## src/pkg/dfs_pkg.sv

```systemverilog
package dfs_pkg;

  localparam int          CLK_HZ       = 20_000_000;
  localparam int          TICK_S       = 1;
  localparam int          DEB_MS       = 20;
  localparam int          SEC_CYC_DEF  = CLK_HZ * TICK_S;
  localparam int          DEB_CYC_DEF  = CLK_HZ / 1000 * DEB_MS;

  // ui timeouts in seconds
  localparam logic [2:0]  HOLD_S       = 3'h7;
  localparam logic [2:0]  WINDOW_S     = 3'h5;
  localparam logic [2:0]  STORE_S      = 3'h2;

  // density index 0..12 stands for 0.60..1.20 in 0.05 steps
  localparam int          DEN_W        = 4;
  localparam logic [3:0]  DEN_MAX_IDX  = 4'hc;
  localparam logic [3:0]  DEN_DEF_IDX  = 4'h6;
  localparam logic [6:0]  DEN_BASE_HUN = 7'h3c;
  localparam logic [6:0]  DEN_STEP_HUN = 7'h05;

  // avalon byte offsets and register field bit positions
  localparam logic [3:0]  REG_STATUS   = 4'h0;
  localparam logic [3:0]  REG_CONFIG   = 4'h4;
  localparam logic [3:0]  REG_LEVEL    = 4'h8;
  localparam int          FLD_DEN_LSB  = 0;
  localparam int          FLD_FLT_BIT  = 8;
  localparam int          FLD_ST_LSB   = 16;
  localparam int          FLD_VLD_BIT  = 24;

  typedef enum logic [2:0] {
    ST_NORMAL, ST_HOLD, ST_SHOW_DEN, ST_SHOW_FLT, ST_DEN_WAIT, ST_FLT_WAIT, ST_STORE
  } dfs_st_t;

  typedef enum logic [2:0] {
    DISP_LEVEL, DISP_DEN_CUR, DISP_DEN_PROG, DISP_FLOAT, DISP_STORE
  } dfs_disp_t;

  function automatic logic [6:0] dfs_den_hun(input logic [3:0] idx);
    return DEN_BASE_HUN + DEN_STEP_HUN * {3'h0, idx};
  endfunction

  // true in the last second of a t-second wait
  function automatic logic dfs_due(input logic [2:0] sec, input logic [2:0] t);
    return sec == t - 3'h1;
  endfunction

endpackage

```

## src/verilog/dfs_debounce.sv

```systemverilog
`timescale 1ns/1ps
module dfs_debounce #(
  parameter int DEB_CYC = dfs_pkg::DEB_CYC_DEF
)(
  input  wire logic clk,      // system clock
  input  wire logic srst,     // sync reset
  input  wire logic pin,      // raw button, high = pressed
  output logic      level     // debounced pressed level
);
  import dfs_pkg::*;

  localparam int CW = $clog2(DEB_CYC + 1);

  typedef struct packed {
    logic          s1;
    logic          s2;
    logic          stable;
    logic [CW-1:0] cnt;
  } dfs_deb_t;

  dfs_deb_t s_r;
  dfs_deb_t s_nxt;

  always_comb
  begin
    s_nxt    = s_r;
    s_nxt.s1 = pin;
    s_nxt.s2 = s_r.s1;
    if (s_r.s2 != s_r.stable)
    begin
      s_nxt.cnt = s_r.cnt + CW'(1);
      if (s_r.cnt == CW'(DEB_CYC - 1))
      begin
        s_nxt.stable = s_r.s2;
        s_nxt.cnt    = '0;
      end
    end
    else
      s_nxt.cnt = '0;
  end

  always_ff @(posedge clk)
    if (srst)
      s_r <= '0;
    else
      s_r <= s_nxt;

  assign level = s_r.stable;
endmodule // dfs_debounce

```

## src/verilog/dfs_corr_lut.sv

```systemverilog
`timescale 1ns/1ps
module dfs_corr_lut (
  input  wire logic              clk,     // system clock
  input  wire logic              srst,    // sync reset
  input  wire logic [3:0]        den_idx, // density index
  input  wire logic              steel,   // 1 = steel float
  input  wire logic              sixth,   // 1 = sixth-inch steps
  output logic signed [3:0]      corr     // correction in level steps
);
  import dfs_pkg::*;

  typedef struct packed {
    logic signed [3:0] corr;
  } dfs_lut_t;

  dfs_lut_t s_r;
  dfs_lut_t s_nxt;

  always_comb
  begin
    s_nxt = s_r;
    case ({steel, sixth})
      2'b00:   case (den_idx) inside
                 4'h0:          s_nxt.corr = 4'sh2;
                 [4'h1:4'h3]:   s_nxt.corr = 4'sh1;
                 [4'hb:4'hc]:   s_nxt.corr = -4'sh1;
                 default:       s_nxt.corr = 4'sh0;
               endcase
      2'b01:   case (den_idx) inside
                 4'h0:          s_nxt.corr = 4'sh4;
                 4'h1:          s_nxt.corr = 4'sh3;
                 [4'h2:4'h3]:   s_nxt.corr = 4'sh2;
                 4'h4:          s_nxt.corr = 4'sh1;
                 [4'h9:4'ha]:   s_nxt.corr = -4'sh1;
                 [4'hb:4'hc]:   s_nxt.corr = -4'sh2;
                 default:       s_nxt.corr = 4'sh0;
               endcase
      2'b10:   case (den_idx) inside
                 4'h0:          s_nxt.corr = 4'sh3;
                 [4'h1:4'h2]:   s_nxt.corr = 4'sh2;
                 4'h3:          s_nxt.corr = 4'sh1;
                 [4'h9:4'hc]:   s_nxt.corr = -4'sh1;
                 default:       s_nxt.corr = 4'sh0;
               endcase
      default: case (den_idx) inside
                 4'h0:          s_nxt.corr = 4'sh6;
                 4'h1:          s_nxt.corr = 4'sh4;
                 4'h2:          s_nxt.corr = 4'sh3;
                 4'h3:          s_nxt.corr = 4'sh2;
                 4'h4:          s_nxt.corr = 4'sh1;
                 4'h8:          s_nxt.corr = -4'sh1;
                 [4'h9:4'hb]:   s_nxt.corr = -4'sh2;
                 4'hc:          s_nxt.corr = -4'sh3;
                 default:       s_nxt.corr = 4'sh0;
               endcase
    endcase
  end

  always_ff @(posedge clk)
    if (srst)
      s_r <= '0;
    else
      s_r <= s_nxt;

  assign corr = s_r.corr;
endmodule // dfs_corr_lut

```

## src/verilog/dfs_setting_ui.sv

```systemverilog
// The Avalon-MM interface to the registers and the register addresses were left to the implementer.
`timescale 1ns/1ps
// How it works
// - density powers up at 0.90, which gives zero correction for both floats.
// - plastic third-inch: +2, +1, 0, -1 steps across 0.60..1.20.
// - plastic sixth-inch: +4, +3, +2, +1, 0, -1, -2 steps across densities.
// - steel third-inch: +3, +2, +1, 0, -1 steps across densities.
// - steel sixth-inch: +6 down to -3 steps across densities.
// - the selected correction is added to the displayed level.
// - raw inch jumper or programming activity bypasses the correction.
// - setting entry needs a valid level reading.
// - down held seven seconds shows current density; operator then releases.
// - no press for five seconds returns to normal, density unchanged.
// - each down press shows program prefix, adds 0.05, wraps 1.20 to 0.60.
// - five idle seconds after a change stores density, shows store two seconds.
// - shutdown press while density shown and down still held opens the float view.
// - each shutdown press in the window toggles float; else exit unchanged.
// - store shown two seconds after float view only if float changed.
// - stored float type picks the correction table.
module dfs_setting_ui #(
  parameter int SEC_CYC = dfs_pkg::SEC_CYC_DEF,  // clocks per second
  parameter int DEB_CYC = dfs_pkg::DEB_CYC_DEF   // button settle clocks
)(
  input  wire logic             clk,             // 20 MHz clock
  input  wire logic             srst,            // sync reset, high
  input  wire logic             btn_down_pin,    // down button pin, high = pressed
  input  wire logic             btn_shut_pin,    // shutdown button pin
  input  wire logic             raw_inch_pin,    // raw inch jumper pin
  input  wire logic             prog_active,     // programming or copying underway
  input  wire logic             sixth_mode,      // 1 = sixth-inch steps
  input  wire logic             level_valid,     // level reading is good
  input  wire logic [15:0]      level_raw,       // level in steps
  input  wire logic [3:0]       avs_address,     // byte address
  input  wire logic             avs_read,        // read strobe
  input  wire logic             avs_write,       // write strobe
  input  wire logic [31:0]      avs_writedata,   // write data
  output logic [31:0]           avs_readdata,    // read data
  output logic                  avs_waitrequest, // stall
  output dfs_pkg::dfs_disp_t    disp_sel,        // what the display shows
  output logic [6:0]            disp_den_hun,    // density in hundredths
  output logic                  disp_float_steel,// float shown, 1 = steel
  output logic [15:0]           disp_level,      // corrected level
  output logic                  nv_save          // pulse: save settings
);
  import dfs_pkg::*;

  localparam int TW = $clog2(SEC_CYC + 1);

  typedef struct packed {
    dfs_st_t           st;
    logic              jmp_s1;
    logic              jmp_s2;
    logic              dn_prev;
    logic              sh_prev;
    logic [TW-1:0]     tick_cnt;
    logic [2:0]        sec;
    logic [DEN_W-1:0]  den_store;
    logic [DEN_W-1:0]  den_work;
    logic              flt_store;
    logic              flt_work;
    logic              den_chg;
    logic              nv_save;
    dfs_disp_t         disp_sel;
    logic [6:0]        disp_den;
    logic              disp_flt;
    logic [15:0]       disp_level;
    logic              ack;
    logic [31:0]       rdata;
  } dfs_state_t;

  dfs_state_t        s_r;
  dfs_state_t        s_nxt;
  logic              dn_lvl;
  logic              sh_lvl;
  logic signed [3:0] corr;
  logic              dn_press;
  logic              sh_press;
  logic              tick;
  logic              bypass;
  logic signed [17:0] lvl_sum;

  dfs_debounce #(.DEB_CYC(DEB_CYC)) u_deb_dn (
    .clk   (clk),
    .srst  (srst),
    .pin   (btn_down_pin),
    .level (dn_lvl)
  );

  dfs_debounce #(.DEB_CYC(DEB_CYC)) u_deb_sh (
    .clk   (clk),
    .srst  (srst),
    .pin   (btn_shut_pin),
    .level (sh_lvl)
  );

  // corrections follow the stored settings, not the ones being edited
  dfs_corr_lut u_lut (
    .clk     (clk),
    .srst    (srst),
    .den_idx (s_r.den_store),
    .steel   (s_r.flt_store),
    .sixth   (sixth_mode),
    .corr    (corr)
  );

  // press = rising edge of the debounced level, so a held button counts once
  assign dn_press = dn_lvl & ~s_r.dn_prev;
  assign sh_press = sh_lvl & ~s_r.sh_prev;
  assign tick     = s_r.tick_cnt == TW'(SEC_CYC - 1);
  assign bypass   = s_r.jmp_s2 | prog_active;
  assign lvl_sum  = $signed({2'b00, level_raw}) + 18'(corr);

  always_comb
  begin
    s_nxt         = s_r;
    s_nxt.jmp_s1  = raw_inch_pin;
    s_nxt.jmp_s2  = s_r.jmp_s1;
    s_nxt.dn_prev = dn_lvl;
    s_nxt.sh_prev = sh_lvl;
    s_nxt.nv_save = 1'b0;

    // seconds base; restarted below whenever a wait begins anew
    if (tick)
    begin
      s_nxt.tick_cnt = '0;
      if (s_r.sec != 3'h7)
        s_nxt.sec = s_r.sec + 3'h1;
    end
    else
      s_nxt.tick_cnt = s_r.tick_cnt + TW'(1);

    case (s_r.st)
      ST_NORMAL:
        if (dn_lvl && level_valid)
        begin
          s_nxt.st       = ST_HOLD;
          s_nxt.tick_cnt = '0;
          s_nxt.sec      = '0;
        end
      ST_HOLD:
        if (!dn_lvl)
          s_nxt.st = ST_NORMAL;
        else if (tick && dfs_due(s_r.sec, HOLD_S))
        begin
          s_nxt.st       = ST_SHOW_DEN;
          s_nxt.den_work = s_r.den_store;
          s_nxt.flt_work = s_r.flt_store;
          s_nxt.den_chg  = 1'b0;
        end
      ST_SHOW_DEN:
        if (sh_lvl)
          s_nxt.st = ST_SHOW_FLT;
        else if (!dn_lvl)
        begin
          s_nxt.st       = ST_DEN_WAIT;
          s_nxt.tick_cnt = '0;
          s_nxt.sec      = '0;
        end
      ST_SHOW_FLT:
        if (!dn_lvl && !sh_lvl)
        begin
          s_nxt.st       = ST_FLT_WAIT;
          s_nxt.tick_cnt = '0;
          s_nxt.sec      = '0;
        end
      ST_DEN_WAIT:
        if (dn_press)
        begin
          s_nxt.den_chg  = 1'b1;
          s_nxt.den_work = (s_r.den_work == DEN_MAX_IDX) ? '0 : s_r.den_work + 4'h1;
          s_nxt.tick_cnt = '0;
          s_nxt.sec      = '0;
        end
        else if (tick && dfs_due(s_r.sec, WINDOW_S))
        begin
          if (s_r.den_chg)
          begin
            s_nxt.st        = ST_STORE;
            s_nxt.den_store = s_r.den_work;
            s_nxt.nv_save   = 1'b1;
            s_nxt.tick_cnt  = '0;
            s_nxt.sec       = '0;
          end
          else
            s_nxt.st = ST_NORMAL;
        end
      ST_FLT_WAIT:
        // any press restarts the window; only shutdown toggles the float
        if (sh_press || dn_press)
        begin
          if (sh_press)
            s_nxt.flt_work = ~s_r.flt_work;
          s_nxt.tick_cnt = '0;
          s_nxt.sec      = '0;
        end
        else if (tick && dfs_due(s_r.sec, WINDOW_S))
        begin
          if (s_r.flt_work != s_r.flt_store)
          begin
            s_nxt.st        = ST_STORE;
            s_nxt.flt_store = s_r.flt_work;
            s_nxt.nv_save   = 1'b1;
            s_nxt.tick_cnt  = '0;
            s_nxt.sec       = '0;
          end
          else
            s_nxt.st = ST_NORMAL;
        end
      ST_STORE:
        if (tick && dfs_due(s_r.sec, STORE_S))
          s_nxt.st = ST_NORMAL;
      default:
        s_nxt.st = ST_NORMAL;
    endcase

    case (s_r.st)
      ST_SHOW_DEN,
      ST_DEN_WAIT: s_nxt.disp_sel = s_nxt.den_chg ? DISP_DEN_PROG : DISP_DEN_CUR;
      ST_SHOW_FLT,
      ST_FLT_WAIT: s_nxt.disp_sel = DISP_FLOAT;
      ST_STORE:    s_nxt.disp_sel = DISP_STORE;
      default:     s_nxt.disp_sel = DISP_LEVEL;
    endcase
    s_nxt.disp_den = dfs_den_hun(s_nxt.den_work);
    s_nxt.disp_flt = s_nxt.flt_work;

    // clamp rather than wrap: a reading near empty must not jump to full scale
    if (bypass)
      s_nxt.disp_level = level_raw;
    else if (lvl_sum < 0)
      s_nxt.disp_level = '0;
    else if (lvl_sum > 18'sh0ffff)
      s_nxt.disp_level = 16'hffff;
    else
      s_nxt.disp_level = lvl_sum[15:0];

    // one wait state per access; a hardware store beats a same-cycle write
    s_nxt.ack = (avs_read | avs_write) & ~s_r.ack;
    if (avs_read && !s_r.ack)
    begin
      case (avs_address)
        REG_STATUS:
        begin
          s_nxt.rdata = '0;
          s_nxt.rdata[FLD_DEN_LSB +: DEN_W] = s_r.den_store;
          s_nxt.rdata[FLD_FLT_BIT]          = s_r.flt_store;
          s_nxt.rdata[FLD_ST_LSB +: 3]      = s_r.st;
          s_nxt.rdata[FLD_VLD_BIT]          = level_valid;
        end
        REG_CONFIG:
        begin
          s_nxt.rdata = '0;
          s_nxt.rdata[FLD_DEN_LSB +: DEN_W] = s_r.den_store;
          s_nxt.rdata[FLD_FLT_BIT]          = s_r.flt_store;
        end
        REG_LEVEL: s_nxt.rdata = {16'h0000, s_r.disp_level};
        default:   s_nxt.rdata = '0;
      endcase
    end
    if (avs_write && s_r.ack && avs_address == REG_CONFIG && !s_nxt.nv_save)
    begin
      if (avs_writedata[FLD_DEN_LSB +: DEN_W] <= DEN_MAX_IDX)
        s_nxt.den_store = avs_writedata[FLD_DEN_LSB +: DEN_W];
      s_nxt.flt_store = avs_writedata[FLD_FLT_BIT];
    end
  end

  always_ff @(posedge clk)
    if (srst)
    begin
      s_r           <= '0;
      s_r.st        <= ST_NORMAL;
      s_r.den_store <= DEN_DEF_IDX;
      s_r.den_work  <= DEN_DEF_IDX;
      s_r.disp_sel  <= DISP_LEVEL;
    end
    else
      s_r <= s_nxt;

  // stall is combinational; the master must hold its request through it
  assign avs_waitrequest  = (avs_read | avs_write) & ~s_r.ack;
  assign avs_readdata     = s_r.rdata;
  assign disp_sel         = s_r.disp_sel;
  assign disp_den_hun     = s_r.disp_den;
  assign disp_float_steel = s_r.disp_flt;
  assign disp_level       = s_r.disp_level;
  assign nv_save          = s_r.nv_save;
endmodule // dfs_setting_ui

```

## config.mk

```make
export PLATFORM = sky130hd
export DESIGN_NAME = dfs_setting_ui
export DESIGN_NICKNAME = d
export VERILOG_FILES = /design/src/pkg/dfs_pkg.sv /design/src/verilog/dfs_debounce.sv /design/src/verilog/dfs_corr_lut.sv /design/src/verilog/dfs_setting_ui.sv
export SDC_FILE = /design/constraint.sdc
export NUM_CORES = 1
export LEC_CHECK = 0
export BUFFER_PORTS_ARGS = -buffer_cell sky130_fd_sc_hd__buf_2
export CORE_MARGIN = 10
export CORE_UTILIZATION = 64
export CTS_BUF_LIST = sky130_fd_sc_hd__clkbuf_8
export DETAILED_ROUTE_END_ITERATION = 16
export PLACE_DENSITY = 0.88
export SETUP_SLACK_MARGIN = 0.4
export SLEW_MARGIN = 20
export SYNTH_ARGS = -nofsm -noshare
export SYNTH_HDL_FRONTEND = slang
export SYNTH_HIERARCHICAL = 1
export SYNTH_SLANG_ARGS = --single-unit
```

## constraint.sdc

```tcl
create_clock -name clk -period 6.7 [get_ports clk]
set_clock_uncertainty 0.05 [all_clocks]
set_input_delay 0 -clock clk [delete_from_list [all_inputs] [get_ports clk]]
set_output_delay 0 -clock clk [all_outputs]
set_load 0.01 [all_outputs]
```

==> impl_metrics.ini <==
[critical_path]
crit_chain = nand2b_2 -> nand2b_1 -> nor2_1 -> nand2_1 -> o311a_1 -> a211oi_1 -> fa_1 -> inv_1 -> ha_1 -> inv_1 -> fa_1 -> xor2_1 -> nor2_1
crit_type = register to register
timing.rr.end = disp_den_hun[5]
cp-end-kind = register
cp-start-kind = register
cp.buffers_inverters = 2
cpPeakStageDelay_ns = 0.62
required_ns = 6.98
r2r_cells = 13
crit_arrival_ns = 4.02
r2r_slack_ns = 2.96
crit_fanout = 14
reg2reg_from = s_r[106]
slowest_stage = dfxtp_1
cpLargestDelayFamily = adder cells

[placed_design]
gp_congestion = 0.9162
place_area_um2 = 7933
port_buffers = 83
place_hpwl_um = 12460
place_ws_ns = 3.006

[pwr]
max-vdd-ir-drop_v = 0.0001340
power.internal_mw = 1.253
clkPwrFrac_pct = 41.3
power_density_nw_per_um2 = 192.3
p_seq_share_pct = 51.2
swShare_pct = 25.42
design_power_total_mw = 1.680
comb_power_share_pct = 7.5
power_leakage_nw = 3.486
p_switching_uw = 427.1

[die]
fp.coreArea_um2 = 12060
io_pins = 123
rows = 40
die_area_um2 = 17230
start_util_pct = 65.70
die-height_um = 131.3
die_w_um = 131.3

[sta]
drv_slew = 0
fin_crit_sh_pct = 55.84
slew_headroom_pct = 39.04
rsz0062_at_grt = false
setup-tns-final_ns = 0
setup_viol = 0
final_hold_viol_count = 0
worst_hold_slack_ns = 0.03058
setup_slack_ns = 2.958
fmax_mhz = 267.3
tightestPinTransition_ns = 0.9144
min_period_ns = 3.742

[route]
drt_iter0_markers = 829
vias = 6898
drtAntennaViolNets = 0
first_pass_iters = 6
wl_per_cell_um = 16.52
routed_wirelength_um = 19310
via_per_inst = 5.901
drcViolationCount = 0

[global_routing]
grt_max_degree = 65
grtUsageTotal_pct = 21.90
antenna_found_initial = 0
first_global_vias = 6535
grt_pass1_wl_um = 32130
gr-total-overflow = 0

[clock_tree]
clkSinkCount = 141
numCtsBuffers = 17
htreeDepth = 4
cts_hold_buf = 40
postCtsResizedCells = 0
clk-insertion-delay-late_ns = 0.46
clk_path_buf_depth = 2
postCtsSetupRepairBufs = 0
cts-root-buf = clkbuf_8
cts_tree = yes
clk_pin_slew_ns = 0.09

[synthesis]
yosysSeqAreaShare_pct = 35.62
async_flop_share_pct = 0
synth_flop_cell = dfxtp_1
synth_cell_types = 82
syn_area_um2 = 7924
synth_area_per_cell_um2 = 8.557
synth_edf_count = 0
ys_warn_count = 6
synth_seq_cells = 141
netlist_instances = 926

[final_layout]
multiInputGateArea_um2 = 4334
fillCellCount = 852
design_area_um2 = 8735
nets = 1085
area_growth_pct = 10.23
seqCellArea_um2 = 2823
drive_gt1_share_pct = 15.58
antenna_cells = 0

[worst_hold_path]
min_from = avs_address[0]
holdPathStages = 5
hp-class = input port to register
worstHoldEndpoint = avs_readdata[2]

[run]
drv_cap = 0

[status]
outcome = complete, no violations
==> state kept, by name, summed over array words and instances, names as in the netlist <==
name,count
nv_save,1
disp_float_steel,1
disp_level,16
u_deb_sh/level,1
u_deb_dn/s_r,20
s_r,45
u_deb_sh/s_r,20
u_deb_dn/level,1
disp_sel,3
s_nxt,1
u_lut/corr,4
u_deb_dn/s_nxt,1
avs_readdata,20
disp_den_hun,6
u_deb_sh/s_nxt,1
==> layer usage <==
layer / track usage (%) / share of wire (%) / vias to the layer above / routed length, um
li1: - / - / 3319 / -
met2: 35.18 / 47 / 321 / 9010
met1: 27.15 / 42 / 3185 / 8130
met3: 5.983 / 7.9 / 73 / 1520
met4: 8.962 / 3.3 / 0 / 646
met5: 0 / 0 / - / 0
==> cells by family after synthesis <==
kind of cell | synth area share, %
muxes | 1.547
DFF | 35.62
xor gates and xnor gates | 7.074
adders and majority gates | 5.811
AOI/OAI and AO/OA | 15.25
buffers and inverters | 10.20
and+or+nand+nor | 24.44
other | 0.04733
==> cells in the final DEF, fill, tap and decap left out, types with 25 or more instances in the layout <==
cell,netlist,layout
inv_1,34,34
buf_2,2,83
dfxtp_1,141,141
nand2_1,49,49
o21ai_0,31,31
xor2_1,39,39
a21oi_1,42,42
ha_1,32,32
dlygate4sd3_1,0,40
nand3_1,27,27
xnor2_1,25,25
nor2_1,146,146
==> cells in the mapped netlist (all sizes together) (17+ instances only) <==
library cell  count  area, um2
nor2            146      548.0
dfxtp           141       2823
buf              73      580.6
nand2            49      183.9
a21oi            43      226.5
xor2             39      341.6
inv              34      127.6
ha               32      400.4
o21ai            32      160.2
nand3            30      172.7
nand4            25      177.7
xnor2            25      219.0
a22oi            23      177.7
clkbuf           21      100.1
nor3             20      116.4
a211oi           19      142.6
and3             17      133.9
or3              17      106.4
==> power groups by stage <==
stage | sequential [mW] | combinational [mW] | clock (mW)
floorplan | 0.876 | 0.0827 | 0
global placement | 0.878 | 0.0997 | 0
detailed placement | 0.879 | 0.101 | 0
CTS | 0.859 | 0.119 | 0.699
global route | 0.861 | 0.135 | 0.737
finish | 0.860 | 0.126 | 0.694
==> cell type report <==
type	count	share of cell area (%)
Timing Repair Buffer	126	9.597
Clock inverter	13	1.604
Multi-Input combinational cell	668	49.62
Clock buffer	19	2.994
Sequential cell	141	32.32
Tap cell	168	2.407
Inverter	34	1.461
==> worst max path at each step <==
stage,endpoint,slack (ns),from,cells past startpoint
after global placement,disp_den_hun[5],3.06,s_r[106],13
after floorplan,disp_den_hun[5],3.49,s_r[75],14
after CTS,disp_den_hun[5],2.95,s_r[106],13
after detailed placement,disp_den_hun[5],3.01,s_r[106],13
final,disp_den_hun[5],2.96,s_r[106],13
after global routing,disp_den_hun[5],2.55,s_r[106],13
==> metrics by stage <==
| step | cells | util [%] |
|---|---|---|
| 2_1_floorplan | 937 | - |
| 3_3_place_gp | 1097 | 65.77 |
| 3_5_place_dp | 1097 | 65.77 |
| 4_1_cts | 1169 | 72.42 |
| 5_1_grt | 1169 | 72.42 |
| 6_report | 1169 | 72.42 |
==> worst reg2reg max path, stage by stage, from the launching register on <==
cell and delay, ns:
dfxtp_1 0.62, nand2b_2 0.15, nand2b_1 0.20, nor2_1 0.32, nand2_1 0.12, o311a_1 0.33
a211oi_1 0.45, fa_1 0.48, inv_1 0.06, ha_1 0.16, inv_1 0.05, fa_1 0.38
xor2_1 0.18, nor2_1 0.05
(Power assumes the default switching activity.)
